`config.mk`:
```
export PLATFORM = sky130hd
export DESIGN_NAME = scdb_top
export DESIGN_NICKNAME = d
export VERILOG_FILES = /design/src/logic/scdb_pkg.sv /design/src/logic/scdb_step_if.sv /design/src/logic/scdb_step_timer.sv /design/src/logic/scdb_top.sv
export SDC_FILE = /design/constraint.sdc
export NUM_CORES = 1
export LEC_CHECK = 0
export ABC_CLOCK_PERIOD_IN_PS = 5100
export BUFFER_PORTS_ARGS = -buffer_cell sky130_fd_sc_hd__buf_4
export CORE_MARGIN = 2
export CORE_UTILIZATION = 50
export CTS_CLUSTER_DIAMETER = 50
export CTS_CLUSTER_SIZE = 8
export DETAILED_ROUTE_END_ITERATION = 10
export GPL_TIMING_DRIVEN = 0
export PLACE_DENSITY = 0.81
export REMOVE_ABC_BUFFERS = 1
export SETUP_SLACK_MARGIN = 0.3
export SYNTH_ARGS = -nofsm -noshare
export SYNTH_HDL_FRONTEND = slang
export SYNTH_SLANG_ARGS = --single-unit
```
`constraint.sdc`:
```
create_clock -name ref_clk_i -period 5.1 [get_ports ref_clk_i]
set_clock_uncertainty 0.1 [all_clocks]
set_input_delay 1.02 -clock ref_clk_i [delete_from_list [all_inputs] [get_ports ref_clk_i]]
set_output_delay 1.02 -clock ref_clk_i [all_outputs]
set_load 0.01 [all_outputs]
```
`src/logic/scdb_pkg.sv`:
```
// Package: offsets, fields, reset values and timing counts of the system control and debounce block
package scdb_pkg;
   // Configuration offsets
   localparam logic [7:0]  SYSCTL_OFFSET      = 8'h80;
   localparam logic [7:0]  DEBOUNCE_OFFSET    = 8'h84;
   // System control low field positions
   localparam int          OUT_SEL_BIT        = 0;
   localparam int          KEEPALIVE_BIT      = 1;
   localparam int          SUPPLY_BIT         = 2;
   localparam int          RSVD3_BIT          = 3;
   localparam int          PARITY_BIT         = 4;
   // Reset values
   localparam logic [7:0]  DEBOUNCE_RESET     = 8'h19;
   localparam logic        KEEPALIVE_RESET    = 1'b0;
   localparam logic        PARITY_RESET       = 1'b0;
   localparam logic        OUT_SEL_RESET      = 1'b0;
   // Timing: one debounce step
   localparam int          CLK_HZ             = 20_000_000;
   localparam int          STEP_MS            = 2;
   localparam int          STEP_CYCLES        = CLK_HZ / 1000 * STEP_MS;
   localparam int          STEP_CNT_W         = 16;
endpackage

```
`src/logic/scdb_step_if.sv`:
```
// Interface: debounce step tick between step timer and main logic
`timescale 1ns/100ps
interface scdb_step_if;
   logic tick;
   logic clear;
   modport timer (output tick, input clear);
   modport user  (input tick, output clear);
endinterface

```
`src/logic/scdb_step_timer.sv`:
```
// Step timer: pulses once per debounce step, restartable
`timescale 1ns/100ps
module scdb_step_timer
   import scdb_pkg::*;
#(
   parameter logic [STEP_CNT_W-1:0] STEP_LEN = STEP_CNT_W'(STEP_CYCLES)
) (
   input  wire logic      ref_clk_i,   // Clock
   input  wire logic      nrst_i,      // Global reset, active low
   scdb_step_if.timer     step         // Tick and restart
);
   typedef struct packed {
      logic [STEP_CNT_W-1:0] cnt;
      logic                  tick;
   } scdb_tmr_t;
   scdb_tmr_t st, next_st;

   // Count down one step; restart on clear
   always_comb begin
      next_st = st;
      next_st.tick = 1'b0;
      if (step.clear || st.cnt == '0) begin
         next_st.cnt = STEP_LEN - 1'b1;
         next_st.tick = !step.clear && st.cnt == '0;
      end else begin
         next_st.cnt = st.cnt - 1'b1;
      end
   end

   always_ff @(posedge ref_clk_i) begin
      if (!nrst_i) begin
         st <= '0;
      end else begin
         st <= next_st;
      end
   end

   assign step.tick = st.tick;
endmodule

```
`src/logic/scdb_top.sv`:
```
// Top: system control low bits, card detect debounce register and debouncer
`timescale 1ns/100ps
// How it works
// - Parity escalation bit routes card parity to SERR
// - Bit three of the control word always reads zero
// - Supply indication reads 0 3.3V, 1 5V
// - Keep-alive bit holds both clocks running
// - Select bit set drives PME out
// - Select clear, ring enable drives ring out
// - Both clear: shared pin floats
// - Control bits cleared only by global reset
// - Debounce register counts 2 ms steps
// - Debounce resets to 19h, 50 ms
// - Debounce cleared only by global reset
// - Debounce at 84h in functions 0, 1
module scdb_top
   import scdb_pkg::*;
(
   input  wire logic        ref_clk_i,          // Clock, 20 MHz
   input  wire logic        nrst_i,             // Global reset, active low
   input  wire logic        cfg_wr_i,           // Config write strobe
   input  wire logic        cfg_rd_i,           // Config read strobe
   input  wire logic [2:0]  cfg_func_i,         // Config function number
   input  wire logic [7:0]  cfg_addr_i,         // Config dword offset
   input  wire logic [3:0]  cfg_be_i,           // Byte enables
   input  wire logic [31:0] cfg_wdata_i,        // Write data
   output logic      [31:0] cfg_rdata_o,        // Read data, registered
   input  wire logic        legacy_supply_sel_i,// 5 V supply selected
   input  wire logic        card_par_err_i,     // Card bus data parity error
   input  wire logic        pme_i,              // PME source
   input  wire logic        ring_indicate_out_i,// Ring indicate source
   input  wire logic        ring_indicate_en_i, // Ring enable from card control
   input  wire logic        media_card_detect_n_i, // Raw card detect
   output logic             serr_n_o,           // SERR drive, active low
   output logic             serr_oe_o,          // SERR output enable
   output logic             clk_hold_o,         // Keep system and card clocks
   output logic             pm_ring_o,          // Shared pin level
   output logic             pm_ring_oe_o,       // Shared pin enable
   output logic             media_card_detect_n_o // Debounced card detect
);
   typedef struct packed {
      logic       parity_to_syserr_en;
      logic       clock_keepalive;
      logic       pm_ring_out_sel;
      logic [7:0] card_detect_debounce;
      logic [7:0] stable_cnt;
      logic       cd_sync1;
      logic       cd_sync2;
      logic       cd_seen;
      logic       cd_out;
      logic       serr;
      logic [31:0] rdata;
   } scdb_st_t;
   scdb_st_t st, next_st;

   scdb_step_if step ();

   scdb_step_timer u_timer (
      .ref_clk_i (ref_clk_i),
      .nrst_i    (nrst_i),
      .step      (step)
   );

   // Toggle restarts step timer so stability counts whole steps
   assign step.clear = st.cd_sync2 != st.cd_seen;

   logic f0_hit, f01_hit;
   assign f0_hit  = cfg_func_i == 3'h0;
   assign f01_hit = cfg_func_i <= 3'h1;

   always_comb begin
      next_st = st;
      // Card detect is asynchronous; only the second stage is read further on
      next_st.cd_sync1 = media_card_detect_n_i;
      next_st.cd_sync2 = st.cd_sync1;
      next_st.serr = st.parity_to_syserr_en && card_par_err_i;
      // Global bits live only in function 0
      if (cfg_wr_i && f0_hit && cfg_addr_i == SYSCTL_OFFSET && cfg_be_i[0]) begin
         next_st.parity_to_syserr_en = cfg_wdata_i[PARITY_BIT];
         next_st.clock_keepalive     = cfg_wdata_i[KEEPALIVE_BIT];
         next_st.pm_ring_out_sel     = cfg_wdata_i[OUT_SEL_BIT];
      end
      if (cfg_wr_i && f01_hit && cfg_addr_i == DEBOUNCE_OFFSET && cfg_be_i[0]) begin
         next_st.card_detect_debounce = cfg_wdata_i[7:0];
      end
      // Read mux; unmapped offsets read zero
      next_st.rdata = '0;
      if (cfg_rd_i && f0_hit && cfg_addr_i == SYSCTL_OFFSET) begin
         next_st.rdata[PARITY_BIT]    = st.parity_to_syserr_en;
         next_st.rdata[RSVD3_BIT]     = 1'b0;
         next_st.rdata[SUPPLY_BIT]    = legacy_supply_sel_i;
         next_st.rdata[KEEPALIVE_BIT] = st.clock_keepalive;
         next_st.rdata[OUT_SEL_BIT]   = st.pm_ring_out_sel;
      end else if (cfg_rd_i && f01_hit && cfg_addr_i == DEBOUNCE_OFFSET) begin
         next_st.rdata[7:0] = st.card_detect_debounce;
      end
      // Debounce: count steps while stable, restart on toggle
      if (st.cd_sync2 != st.cd_seen) begin
         next_st.cd_seen    = st.cd_sync2;
         next_st.stable_cnt = '0;
      end else if (step.tick && st.cd_out != st.cd_seen) begin
         next_st.stable_cnt = st.stable_cnt + 8'h01;
         if (st.stable_cnt + 8'h01 >= st.card_detect_debounce) begin
            next_st.cd_out = st.cd_seen;
         end
      end else if (st.cd_out != st.cd_seen && st.card_detect_debounce == 8'h00) begin
         next_st.cd_out = st.cd_seen; // Zero interval passes at once
      end
   end

   // Only the global reset clears these; bus reset is not a port here
   always_ff @(posedge ref_clk_i) begin
      if (!nrst_i) begin
         st                      <= '0;
         st.parity_to_syserr_en  <= PARITY_RESET;
         st.clock_keepalive      <= KEEPALIVE_RESET;
         st.pm_ring_out_sel      <= OUT_SEL_RESET;
         st.card_detect_debounce <= DEBOUNCE_RESET;
         st.cd_sync1             <= 1'b1; // Idle level, so no false edge after reset
         st.cd_sync2             <= 1'b1;
         st.cd_seen              <= 1'b1;
         st.cd_out               <= 1'b1;
      end else begin
         st <= next_st;
      end
   end

   // Outputs
   assign cfg_rdata_o           = st.rdata;
   assign serr_n_o              = 1'b0;
   assign serr_oe_o             = st.serr;
   assign clk_hold_o            = st.clock_keepalive;
   assign pm_ring_o             = st.pm_ring_out_sel ? pme_i : ring_indicate_out_i;
   assign pm_ring_oe_o          = st.pm_ring_out_sel || ring_indicate_en_i;
   assign media_card_detect_n_o = st.cd_out;

   // Error seen while enabled shows on SERR one cycle later
   a_parity_serr: assert property (
      @(posedge ref_clk_i) disable iff (!nrst_i)
      st.parity_to_syserr_en && card_par_err_i |=> serr_oe_o)
      else $error("parity not escalated");
   // Disabled escalation never drives SERR
   a_parity_quiet: assert property (
      @(posedge ref_clk_i) disable iff (!nrst_i)
      !st.parity_to_syserr_en |=> !serr_oe_o)
      else $error("parity escalated while off");
   // No error, no SERR, whatever the enable
   a_serr_idle: assert property (
      @(posedge ref_clk_i) disable iff (!nrst_i)
      !card_par_err_i |=> !serr_oe_o)
      else $error("serr without error");
   // Reserved bit of the control word reads zero; debounce reads may set it
   a_rsvd_zero: assert property (
      @(posedge ref_clk_i) disable iff (!nrst_i)
      cfg_rd_i && f0_hit && cfg_addr_i == SYSCTL_OFFSET |=> !cfg_rdata_o[RSVD3_BIT])
      else $error("reserved bit read one");
   // Supply indication is the pin level at the read edge
   a_supply_read: assert property (
      @(posedge ref_clk_i) disable iff (!nrst_i)
      cfg_rd_i && f0_hit && cfg_addr_i == SYSCTL_OFFSET |=> cfg_rdata_o[SUPPLY_BIT] == $past(legacy_supply_sel_i))
      else $error("supply bit wrong");
   // Keep-alive output takes the written bit
   a_keep_clock: assert property (
      @(posedge ref_clk_i) disable iff (!nrst_i)
      cfg_wr_i && f0_hit && cfg_addr_i == SYSCTL_OFFSET && cfg_be_i[0] |=> clk_hold_o == $past(cfg_wdata_i[KEEPALIVE_BIT]))
      else $error("keepalive mismatch");
   // Nothing but a write or the global reset moves keep-alive
   a_keep_hold: assert property (
      @(posedge ref_clk_i) disable iff (!nrst_i)
      !(cfg_wr_i && f0_hit && cfg_addr_i == SYSCTL_OFFSET && cfg_be_i[0]) |=> $stable(clk_hold_o))
      else $error("keepalive moved");
   // Parity and select bits ignore writes from other functions
   a_func1_refused: assert property (
      @(posedge ref_clk_i) disable iff (!nrst_i)
      cfg_wr_i && !f0_hit && cfg_addr_i == SYSCTL_OFFSET |=> $stable(st.parity_to_syserr_en) && $stable(st.pm_ring_out_sel))
      else $error("shared bit written from other function");
   // Select set: PME on the shared pin
   a_pme_route: assert property (
      @(posedge ref_clk_i) disable iff (!nrst_i)
      st.pm_ring_out_sel |-> pm_ring_oe_o && pm_ring_o == pme_i)
      else $error("pme not routed");
   // Select clear, ring enabled: ring indicate on the shared pin
   a_ring_route: assert property (
      @(posedge ref_clk_i) disable iff (!nrst_i)
      !st.pm_ring_out_sel && ring_indicate_en_i |-> pm_ring_oe_o && pm_ring_o == ring_indicate_out_i)
      else $error("ring not routed");
   // Both clear: shared pin released
   a_pin_float: assert property (
      @(posedge ref_clk_i) disable iff (!nrst_i)
      !st.pm_ring_out_sel && !ring_indicate_en_i |-> !pm_ring_oe_o)
      else $error("pin driven");
   // Global reset loads the default interval
   a_deb_reset: assert property (
      @(posedge ref_clk_i)
      !nrst_i |=> st.card_detect_debounce == DEBOUNCE_RESET)
      else $error("debounce reset wrong");
   // Second function reaches the same interval register
   a_deb_write: assert property (
      @(posedge ref_clk_i) disable iff (!nrst_i)
      cfg_wr_i && cfg_func_i == 3'h1 && cfg_addr_i == DEBOUNCE_OFFSET && cfg_be_i[0]
      |=> st.card_detect_debounce == $past(cfg_wdata_i[7:0]))
      else $error("func1 write lost");
   // Second function reads the interval back
   a_deb_read: assert property (
      @(posedge ref_clk_i) disable iff (!nrst_i)
      cfg_rd_i && cfg_func_i == 3'h1 && cfg_addr_i == DEBOUNCE_OFFSET
      |=> cfg_rdata_o[7:0] == $past(st.card_detect_debounce))
      else $error("func1 read wrong");
   // Interval keeps its value unless written
   a_deb_hold: assert property (
      @(posedge ref_clk_i) disable iff (!nrst_i)
      !(cfg_wr_i && f01_hit && cfg_addr_i == DEBOUNCE_OFFSET && cfg_be_i[0]) |=> $stable(st.card_detect_debounce))
      else $error("debounce moved");
   // Each whole stable step adds one to the count
   a_cd_count: assert property (
      @(posedge ref_clk_i) disable iff (!nrst_i)
      step.tick && st.cd_out != st.cd_seen && st.cd_sync2 == st.cd_seen |=> st.stable_cnt == $past(st.stable_cnt) + 8'h01)
      else $error("step not counted");
   // A toggle restarts the count and holds the output
   a_cd_restart: assert property (
      @(posedge ref_clk_i) disable iff (!nrst_i)
      st.cd_sync2 != st.cd_seen |=> st.stable_cnt == 8'h00 && $stable(media_card_detect_n_o))
      else $error("toggle did not restart");
   // Output only ever takes the level the input held
   a_cd_stable: assert property (
      @(posedge ref_clk_i) disable iff (!nrst_i)
      $changed(media_card_detect_n_o) |-> media_card_detect_n_o == $past(st.cd_sync2))
      else $error("unstable accept");
endmodule
```
==> results.md, run 1 <==
- Violation count after the first detailed-routing iteration: 80
- Wire length of the first global-routing pass: roughly 8000 um
- Kind of capture point of the worst setup path: output pin
- TritonCTS buffer count: 5
- List of most frequent post-synthesis cells: sky130_fd_sc_hd__dfxtp_1, sky130_fd_sc_hd__buf_4, sky130_fd_sc_hd__nand3_1
- Layout cells sized above 1: 19.5%
- Bufs on Longest Clock Path: 2
- Number of max-cap violations: 0
- Category of the most critical setup path: in2out
- Fraction of power spent switching nets: approximately 33%
- Total number of nets in the final design: 395
- Post-synth top area cell: sky130_fd_sc_hd__dfxtp_1
- Crit path required time: between 3 and 4 ns
- Simple-Gate Fraction of Synth Area: a little under a quarter
- Detail-routed via count per cell: 5.23
- Maximum fanout encountered on the critical timing path: 1
- Router iterations before antenna repair: 4
- Cell occurring most often along the worst timing path: sky130_fd_sc_hd__buf_4
- Die H: 76.1 um
- Overall die width: ~76 um
- Via count of the first global-routing pass: 1901
- Resized Gates After CTS: 0
- Cell area after placement: 0.00281 mm2
- Total wire length: 4770 um
- Synthesized area divided by synthesized cell count: 8.81 um2
- Cell area after technology mapping: 0.00260 mm2
- Proportion of synthesized flip-flops having asynchronous set or reset: 0%
- Result of the run: finished clean
- Yosys warns: 0
- Fillers: 460
- Register Area: 981 um2
- Clk Latency, worst-skew pair: 0.31 ns
- Most common flop cell mapped by yosys: sky130_fd_sc_hd__dfxtp_1
- Number of synthesized flops with an enable pin: 0
- Post-placement worst setup slack: ~2.3 ns
- Power density normalized to cell area: 317 mW/mm2
- Top post-synthesis cells by area: sky130_fd_sc_hd__dfxtp_1, sky130_fd_sc_hd__buf_4, sky130_fd_sc_hd__nand3_1, sky130_fd_sc_hd__xor2_1, sky130_fd_sc_hd__a21oi_1
- Core outline area: 0.00507 mm2
- NetSw: 304 uW
- Row cnt: 26
- Synth Area in Adders: 4.82%
- Number of DRC violations after detailed routing: 0
- Slowest stage cell, crit path: sky130_fd_sc_hd__or2_2
- Design Area, Final: approximately 0.0029 mm2
- Total internal power: 616 uW
- Clock transition at the registers of the reported paths: 0.09 ns
- Min cycle time layout: 2.64 ns
- Initial Utilization: 51.2%
- CTS tree: built
- Relative slew slack: 50.0%
- Leakage power figure: 0.00123 uW
- Leading cell type by number of instances after synthesis: sky130_fd_sc_hd__dfxtp_1
- Fraction of power consumed by the clock network: 26.7%
- Average routed wire per standard cell: 11.9 um
- Largest net degree at the start of global routing: 25
- Number of antenna violations at the first check in global routing: 0
- H-tree lvl count: 2
- GRT Resource Usage Total: between 10% and 20%
- Total gr overflow: 0
- Number of pins with negative max-slew slack in the final report: 0
- Hold-fix buffers, CTS: 0
- Final setup violating endpoints: 0
- Area share of the largest cell type after synthesis: 37.8%
- Worst Setup Slack, final: 2.46 ns
- Worst Hold Class: reg2reg
- Clock sink total: just under 50
- Final hold vios: 0
- Combinational fraction of design power: between 20% and 30%
- F_max: 378 MHz
- Worst path max stage delay: 0.26 ns
- Dominant combinational cell family by area after synthesis: simple AND/OR/NAND/NOR gates
- Maximum vdd ir drop: 328 uV
- Buffer count from post-CTS setup fixing: 0
- Arrival time at the worst endpoint: 1.52 ns
- Final weighted congestion in routability-driven placement: 0.796
- Share of synthesized area occupied by flip-flops and latches: about 38%
- Count of vias placed by the detailed router: 2085
- HPWL reported at the end of detailed placement: 3600 um
- Cells along the critical path: buf_4 > or2_2 > buf_4
- Part of the cycle the worst path needs: 51.8%
- Synthesis-to-layout area growth: 11.8%
- Final total negative setup slack: 0 ns
- Area of the multi-input gates: 0.00137 mm2
- Sequential power share: 50.5%
- Actual slew at the worst max-slew pin: 0.749 ns
- Port Buffers: 42
- Post-synthesis compound-gate area fraction: between 10% and 20%
- Unrepaired setup endpoints after global routing: false
- Critical path startpoint category: input port
- #FFs+latches synth: 49
- Share of the synthesized netlist area taken by xor and xnor gates: 7.42%
- Synthesized instance count: 295
- Number of diodes: 0
- Cell variety after synth: 46
- Worst hold slack across all endpoints: 0.317 ns
- Multiplexer share of the synthesized area: less than 1%
- Area enclosed by the die boundary: 0.00579 mm2
- Root buffer selected by CTS: sky130_fd_sc_hd__clkbuf_8
- Count of antenna-violating nets left after detailed routing: 0
- Number of I/O pins: between 90 and 100
-- sequential cells by signal, summed over array words and instances, names as in the netlist --
register and count:
st 20, u_timer.st 16, cfg_rdata_o 8, clk_hold_o 1
media_card_detect_n_o 1, next_st 1, serr_oe_o 1, u_timer.step.tick 1
-- power groups by stage --
| stage | clock, uW | sequential [uW] | combinational, uW |
|---|---|---|---|
| floorplan | 0 | 465 | 161 |
| global placement | 0 | 471 | 205 |
| detailed placement | 0 | 473 | 208 |
| CTS | 256 | 465 | 210 |
| global route | 265 | 472 | 234 |
| finish | 245 | 465 | 210 |
-- cells in the final DEF, fill, tap and decap left out, types with 4 or more instances in the layout --
master | Yosys | final
sky130_fd_sc_hd__a21oi_1 | 25 | 25
sky130_fd_sc_hd__and3_1 | 8 | 8
sky130_fd_sc_hd__buf_4 | 33 | 42
sky130_fd_sc_hd__clkbuf_8 | 0 | 5
sky130_fd_sc_hd__conb_1 | 1 | 25
sky130_fd_sc_hd__dfxtp_1 | 49 | 49
sky130_fd_sc_hd__ha_1 | 10 | 10
sky130_fd_sc_hd__inv_1 | 15 | 15
sky130_fd_sc_hd__nand2_1 | 9 | 9
sky130_fd_sc_hd__nand2b_1 | 4 | 4
sky130_fd_sc_hd__nand3_1 | 30 | 30
sky130_fd_sc_hd__nor2_1 | 17 | 17
sky130_fd_sc_hd__nor3_1 | 4 | 4
sky130_fd_sc_hd__nor4_1 | 4 | 4
sky130_fd_sc_hd__o21ai_0 | 4 | 4
sky130_fd_sc_hd__o21ai_1 | 8 | 8
sky130_fd_sc_hd__or2_2 | 4 | 4
sky130_fd_sc_hd__or3_1 | 4 | 4
sky130_fd_sc_hd__xnor2_1 | 6 | 6
sky130_fd_sc_hd__xor2_1 | 16 | 16
-- critical path, delay by kind of cell --
family        cells  cell delay, ns
simple gates      1            0.26
buf+inv           2            0.24
-- layer usage --
metal	vias to the layer above	share of wire [%]	GRT usage, %
met5	-	0	0
met4	0	1.1	5.09
met3	5	5.8	3.91
met2	62	49	29.1
met1	964	44	19.5
li1	1054	-	-
-- path summary, 6_finish.rpt --
check	startpoint	end	slack, ns	cells past startpoint
hold / removal	next_st[35]	st[35]	0.32	1
setup / recovery	ring_indicate_en_i	pm_ring_oe_o	2.46	3
setup reg to reg	st[37]	media_card_detect_n_o	2.77	9
hold reg to reg	next_st[35]	st[35]	0.32	1
-- logic make-up (layout without fill, tap and decap cells) --
kind of cell | Yosys count | in the layout
simple gates | 101 | 101
fa+ha+maj | 10 | 10
mux | 1 | 1
flops | 49 | 49
compound gates | 56 | 56
other cells | 1 | 25
xor+xnor | 22 | 22
buf+inv | 55 | 65
-- through the flow --
step | std cells | power (uW) | util [%]
2_1_floorplan | 279 | 625 | -
3_3_place_gp | 391 | 676 | 55.3
3_5_place_dp | 391 | 682 | 55.3
4_1_cts | 399 | 931 | 57.2
5_1_grt | 399 | 971 | 57.2
6_report | 399 | 920 | 57.2
-- cell type report --
class	count	area share, %
inverters	15	1.94
repair buffers	42	10.9
multi-input cells	215	47.1
well taps	70	3.01
flip-flops and latches	49	33.8
clock inverters	3	0.991
clock buffers	5	2.37
(Power assumes the default switching activity.)
==> run 2: changes to the inputs <==
Settings changed: ABC_CLOCK_PERIOD_IN_PS 5100 to 2700, CORE_UTILIZATION 50 to 49, PLACE_DENSITY 0.81 to 0.79.
Clock period 5.1 ns to 2.7 ns, I/O delays scaled along.
==> run 2 against run 1 <==
Critical path depth up 6. Largest cell class unchanged. Cell count unchanged. Die area up 1.9%. First-iteration DRC count up 33%. Global-route usage up 0.30 points. Final area up 2.0%. Clock power up 110%. Highest routed layer unchanged. Clock-buffer cell count up 1.
==> results.md, run 2 (synthesis gave the netlist of run 1 again) <==
- Result of the run: finished clean
- Clock sink total: 49 (unchanged)
- Root buffer selected by CTS: sky130_fd_sc_hd__clkbuf_8
- TritonCTS buffer count: 5 (unchanged)
- Critical path startpoint category: flop
- Number of flip-flops in the largest register: 20 (unchanged)
- Worst path max stage delay: 0.37 ns (+0.11 ns)
- Min cycle time layout: 2.25 ns
- Detail-routed via count per cell: 5.15 (-1.5%)
- Commonest cells after routing, fill and taps aside: sky130_fd_sc_hd__dfxtp_1, sky130_fd_sc_hd__buf_4, sky130_fd_sc_hd__nand3_1
- Largest net degree at the start of global routing: 25 (unchanged)
- GRT Resource Usage Total: 16.7% (+0.30 points)
- Layout cells sized above 1: 22.2% (+2.7 points)
- Via count of the first global-routing pass: 1866 (-1.8%)
- Total gr overflow: 0 (unchanged)
- Number of antenna violations at the first check in global routing: 0 (unchanged)
- Most frequent standard cell in the layout excluding fill and tap cells: sky130_fd_sc_hd__dfxtp_1
- Worst hold slack across all endpoints: 0.327 ns (+0.0103 ns)
- Length of routed met2 wiring: 2540 um (+8.0%)
- Area enclosed by the die boundary: 0.00590 mm2 (+1.9%)
- Final setup violating endpoints: 0 (unchanged)
- Number of pins with negative max-slew slack in the final report: 0 (unchanged)
- Most flops, register: st
- Total number of nets in the final design: 395 (unchanged)
- Kind of capture point of the worst setup path: flop
- Clk Latency, worst-skew pair: 0.30 ns (about the same)
- F_max: 445 MHz
- Slowest stage cell, crit path: sky130_fd_sc_hd__dfxtp_2
- Wire length of the first global-routing pass: 8250 um (+3.5%)
- Family with the most delay on the worst path: compound AO/OA/AOI/OAI gates
- Clock transition at the registers of the reported paths: 0.09 ns (about the same)
- Die H: 76.8 um (+0.96%)
- Port Buffers: 42 (unchanged)
- Row cnt: 26 (unchanged)
- Routed wire length on met3: 169 um (-39%)
- Category of the most critical setup path: reg2reg
- Leakage power figure: 0.00124 uW (+0.89%)
- Bufs on Longest Clock Path: 2 (unchanged)
- Part of the cycle the worst path needs: 83.3%
- CTS tree: built
- Cell area after placement: 0.00281 mm2 (unchanged)
- H-tree lvl count: 2 (unchanged)
- Average routed wire per standard cell: 12.3 um (+3.0%)
- Core outline area: 0.00511 mm2 (+0.64%)
- Crit path required time: 2.83 ns (-1.15 ns)
- Overall die width: 76.8 um (+0.96%)
- Number of I/O pins: 95 (unchanged)
- Number of diodes: 0 (unchanged)
- Actual slew at the worst max-slew pin: 0.729 ns (-0.0199 ns)
- Power density normalized to cell area: 605 mW/mm2 (+91%)
- Number of max-cap violations: 0 (unchanged)
- Worst Hold Class: reg2reg
- Total wire length: 4910 um (+3.0%)
- Violation count after the first detailed-routing iteration: 106 (+33%)
- Unrepaired setup endpoints after global routing: false
- Buffers plus inverters on the worst setup path: 0 (-2)
- Number of DRC violations after detailed routing: 0 (unchanged)
- Highest metal layer used by the detailed router: met4
- Final hold vios: 0 (unchanged)
- Design Area, Final: 0.00296 mm2 (+2.0%)
- Post-Route M1 WL: 2140 um (+2.7%)
- Router iterations before antenna repair: 4 (unchanged)
- Count of vias placed by the detailed router: 2054 (-1.5%)
- Maximum fanout encountered on the critical timing path: 4 (+3)
- Final total negative setup slack: 0 ns (unchanged)
- Hold-fix buffers, CTS: 0 (unchanged)
- HPWL reported at the end of detailed placement: 3600 um (-0.17%)
- Synthesis-to-layout area growth: 14.1%
- Count of antenna-violating nets left after detailed routing: 0 (unchanged)
- Final weighted congestion in routability-driven placement: 0.811 (+1.9%)
- Cells along the critical path: ha_2 > and3_4 > nand3_2 > xnor2_2 > ha_1 > a21oi_2 > o2111ai_2 > a31o_1 > a211oi_2
- Initial Utilization: 50.9% (-0.33 points)
- Relative slew slack: 51.3% (+1.3 points)
- Maximum vdd ir drop: 516 uV (+57%)
- Arrival time at the worst endpoint: 2.38 ns (+0.86 ns)
==> run 2: changes by cell type in the layout (fill, tap and decap cells not counted), sizes merged <==
cell    previous run  this run
bufinv             0         1
clkbuf             5         6
inv               17        15
==> run 2: per-layer routing <==
layer	GRT usage, %	vias to the layer above
met3	3.53	7
met4	4.36	0
met1	20.7	966
li1	-	1046
met2	29.1	35
met5	0	-
==> run 2: worst reg2reg max path, cell delays in order, from the launching register on <==
cell and delay (ns):
sky130_fd_sc_hd__dfxtp_2 0.37, sky130_fd_sc_hd__ha_2 0.21, sky130_fd_sc_hd__and3_4 0.21, sky130_fd_sc_hd__nand3_2 0.11
sky130_fd_sc_hd__xnor2_2 0.17, sky130_fd_sc_hd__ha_1 0.31, sky130_fd_sc_hd__a21oi_2 0.15, sky130_fd_sc_hd__o2111ai_2 0.13
sky130_fd_sc_hd__a31o_1 0.25, sky130_fd_sc_hd__a211oi_2 0.17
==> run 2: repair_timing <==
item | CTS | global route
resized for setup | 0 | 11
setup endpoints to repair | 0 | 1
buffers inserted | 0 | 0
==> run 2: final cells by class <==
type,count,area [um2]
well taps,70,87.6
flip-flops and latches,49,983
clock inverters,2,38.8
clock buffers,6,72.6
multi-input cells,215,1410
fillers,477,2140
repair buffers,42,315
inverters,15,56.3
==> run 2: final timing paths <==
kind,endpoint,slack (ns),from,depth (start not counted)
min,st[35],0.33,next_st[35],1
max,media_card_detect_n_o,0.45,st[37],9
max reg2reg,media_card_detect_n_o,0.45,st[37],9
min reg2reg,st[35],0.33,next_st[35],1
==> run 2: power by group <==
part,internal (uW),switching [uW],leakage [uW]
clock network,278,244,0.0000554
registers,796,79.0,0.000400
logic,174,222,0.000789
total,1250,545,0.00124
==> run 2: metrics by stage <==
step / std cells / worst slack [ns] / util, % / power (uW)
2_1_floorplan: 279 / 0.542 / - / 1180
3_3_place_gp: 391 / 0.350 / 55.0 / 1280
3_5_place_dp: 391 / 0.340 / 55.0 / 1290
6_report: 399 / 0.451 / 58.0 / 1790
5_1_grt: 399 / 0.284 / 58.0 / 1890
4_1_cts: 399 / 0.311 / 57.2 / 1800
==> run 3: changes to the inputs <==
Settings changed: ABC_CLOCK_PERIOD_IN_PS 2700 to 2200.
Clock period 2.7 ns to 2.2 ns, I/O delays scaled along.
==> run 3 against run 2 <==
Via count up 6.8%. First-iteration DRC count is 14% higher. Setup slack lost 0.39 ns. Routed wire length increased by 13%. Utilization grew 4.8 points. Non-clock buffer count up 15. Fmax increased by 4.9%. Worst hold slack got worse by 0.10 ns. Die area unchanged. Largest power group unchanged.
==> results.md, run 3 (synthesis gave the netlist of run 1 again) <==
- Result of the run: finished clean
- Via count of the first global-routing pass: 1936 (+3.8%)
- Final weighted congestion in routability-driven placement: 0.811 (unchanged)
- Pwr Total: 2320 uW (+30%)
- Port Buffers: 42 (unchanged)
- Clock transition at the registers of the reported paths: 0.09 ns (about the same)
- Count of vias placed by the detailed router: 2194 (+6.8%)
- Register Area: 987 um2 (+0.38%)
- Layout cells sized above 1: 30.9% (+8.7 points)
- Final hold vios: 0 (unchanged)
- Unrepaired setup endpoints after global routing: true
- Category of the most critical setup path: reg2reg
- Power density normalized to cell area: 725 mW/mm2 (+20%)
- Core outline area: 0.00511 mm2 (unchanged)
- Actual slew at the worst max-slew pin: 0.734 ns (+0.00471 ns)
- Number of antenna violations at the first check in global routing: 0 (unchanged)
- Commonest cells after routing, fill and taps aside: sky130_fd_sc_hd__buf_4, sky130_fd_sc_hd__dfxtp_1, sky130_fd_sc_hd__nand3_1
- Final total negative setup slack: 0 ns (unchanged)
- Kind of capture point of the worst setup path: flop
- Wire length of the first global-routing pass: 8830 um (+7.0%)
- Violation count after the first detailed-routing iteration: 121 (+14%)
- H-tree lvl count: 2 (unchanged)
- Row cnt: 26 (unchanged)
- Die H: 76.8 um (unchanged)
- Total wire length: 5550 um (+13%)
- Number of diodes: 0 (unchanged)
- Number of flip-flops in the largest register: 20 (unchanged)
- Total gr overflow: 0 (unchanged)
- Number of max-cap violations: 0 (unchanged)
- Root buffer selected by CTS: sky130_fd_sc_hd__clkbuf_8
- Clock sink total: 49 (unchanged)
- Worst Hold Class: in2reg
- F_max: 466 MHz (+4.9%)
- Fillers: 434 (-9.0%)
- Arrival time at the worst endpoint: 2.28 ns (-0.10 ns)
- Count of antenna-violating nets left after detailed routing: 0 (unchanged)
- Final setup violating endpoints: 0 (unchanged)
- Overall die width: 76.8 um (unchanged)
- Most frequent standard cell in the layout excluding fill and tap cells: sky130_fd_sc_hd__buf_4
- Number of I/O pins: 95 (unchanged)
- Critical path startpoint category: flop
- Min cycle time layout: 2.14 ns (-0.105 ns)
- HPWL reported at the end of detailed placement: 3600 um (unchanged)
- Slowest stage cell, crit path: sky130_fd_sc_hd__dfxtp_2
- Router iterations before antenna repair: 4 (unchanged)
- Bufs on Longest Clock Path: 2 (unchanged)
- Leakage power figure: 0.00133 uW (+6.9%)
- Total number of nets in the final design: 412 (+4.3%)
- Relative slew slack: 51.0% (-0.31 points)
- Initial Utilization: 50.9% (unchanged)
- Most flops, register: st
- CTS tree: built
- Area enclosed by the die boundary: 0.00590 mm2 (unchanged)
- Maximum vdd ir drop: 636 uV (+23%)
- Worst path max stage delay: 0.36 ns (about the same)
- Clk Latency, worst-skew pair: 0.30 ns (about the same)
- Post-layout util: 62.8% (+4.8 points)
- TritonCTS buffer count: 5 (unchanged)
- Area of the multi-input gates: 0.00153 mm2 (+8.3%)
- Average routed wire per standard cell: 13.3 um (+8.5%)
- Number of pins with negative max-slew slack in the final report: 0 (unchanged)
- Crit path required time: 2.33 ns (-0.50 ns)
- Part of the cycle the worst path needs: 97.5% (+14 points)
- Synthesis-to-layout area growth: 23.5%
- Largest net degree at the start of global routing: 25 (unchanged)
- Detail-routed via count per cell: 5.27 (+2.5%)
- Cells along the critical path: buf_4 > and3_4 > nand2_1 > nor2_2 > xor2_1 > ha_1 > inv_1 > o2111ai_2 > a31o_1 > a211oi_2
- Number of DRC violations after detailed routing: 0 (unchanged)
- Family with the most delay on the worst path: compound AO/OA/AOI/OAI gates
- GRT Resource Usage Total: 17.9% (+1.3 points)
- Maximum fanout encountered on the critical timing path: 4 (unchanged)
- Buffers plus inverters on the worst setup path: 2 (+2)
run 3: cell types whose count changed in the layout (fill, tap and decap cells not counted), sizes merged:
| cell | change |
|---|---|
| o31a | +1 |
| or4b | +1 |
| buf | +15 |
run 3: path summary, 6_finish.rpt:
check,startpoint,endpoint,slack [ns],depth (start not counted)
max,st[37],media_card_detect_n_o,0.06,10
min,media_card_detect_n_i,next_st[35],0.22,2
max reg2reg,st[37],media_card_detect_n_o,0.06,10
min reg2reg,next_st[35],st[35],0.33,1
run 3: cell type report:
type | instances | share of cell area (%)
inverter | 15 | 1.76
timing repair buffer | 57 | 13.7
clock inverter | 2 | 1.21
tap | 70 | 2.73
clock buffer | 6 | 2.26
sequential | 49 | 30.8
multi-input combinational | 217 | 47.6
run 3: routing by layer:
metal / share of wire, % / track usage (%)
met1: 43 / 22.3
met2: 52 / 31.8
met3: 4.2 / 3.53
met4: 0.85 / 4.36
met5: 0 / 0
run 3: timing repair:
action,CTS,global route
pin swaps,10,14
hold buffers,0,0
gates cloned,1,2
buffers inserted,8,6
gates resized for setup,16,22
setup endpoints to repair,24,30
run 3: where the power goes:
| group | total (uW) | switching [uW] | internal, uW | leakage, uW |
|---|---|---|---|---|
| registers | 1090 | 111 | 980 | 0.000400 |
| clock network | 642 | 300 | 341 | 0.0000554 |
| logic | 591 | 309 | 282 | 0.000874 |
| total | 2320 | 721 | 1600 | 0.00133 |
run 3: through the flow:
stage / setup WS [ns] / hold slack (ns) / std cells / instance area (um2)
after floorplan: 0.0881 / 0.286 / 279 / 2400
after global routing: -0.0700 / 0.224 / 416 / 3210
after CTS: 0.0501 / 0.218 / 408 / 3060
after global placement: -0.0619 / 0.294 / 391 / 2810
final: 0.0559 / 0.223 / 416 / 3210
after detailed placement: -0.156 / 0.308 / 391 / 2810
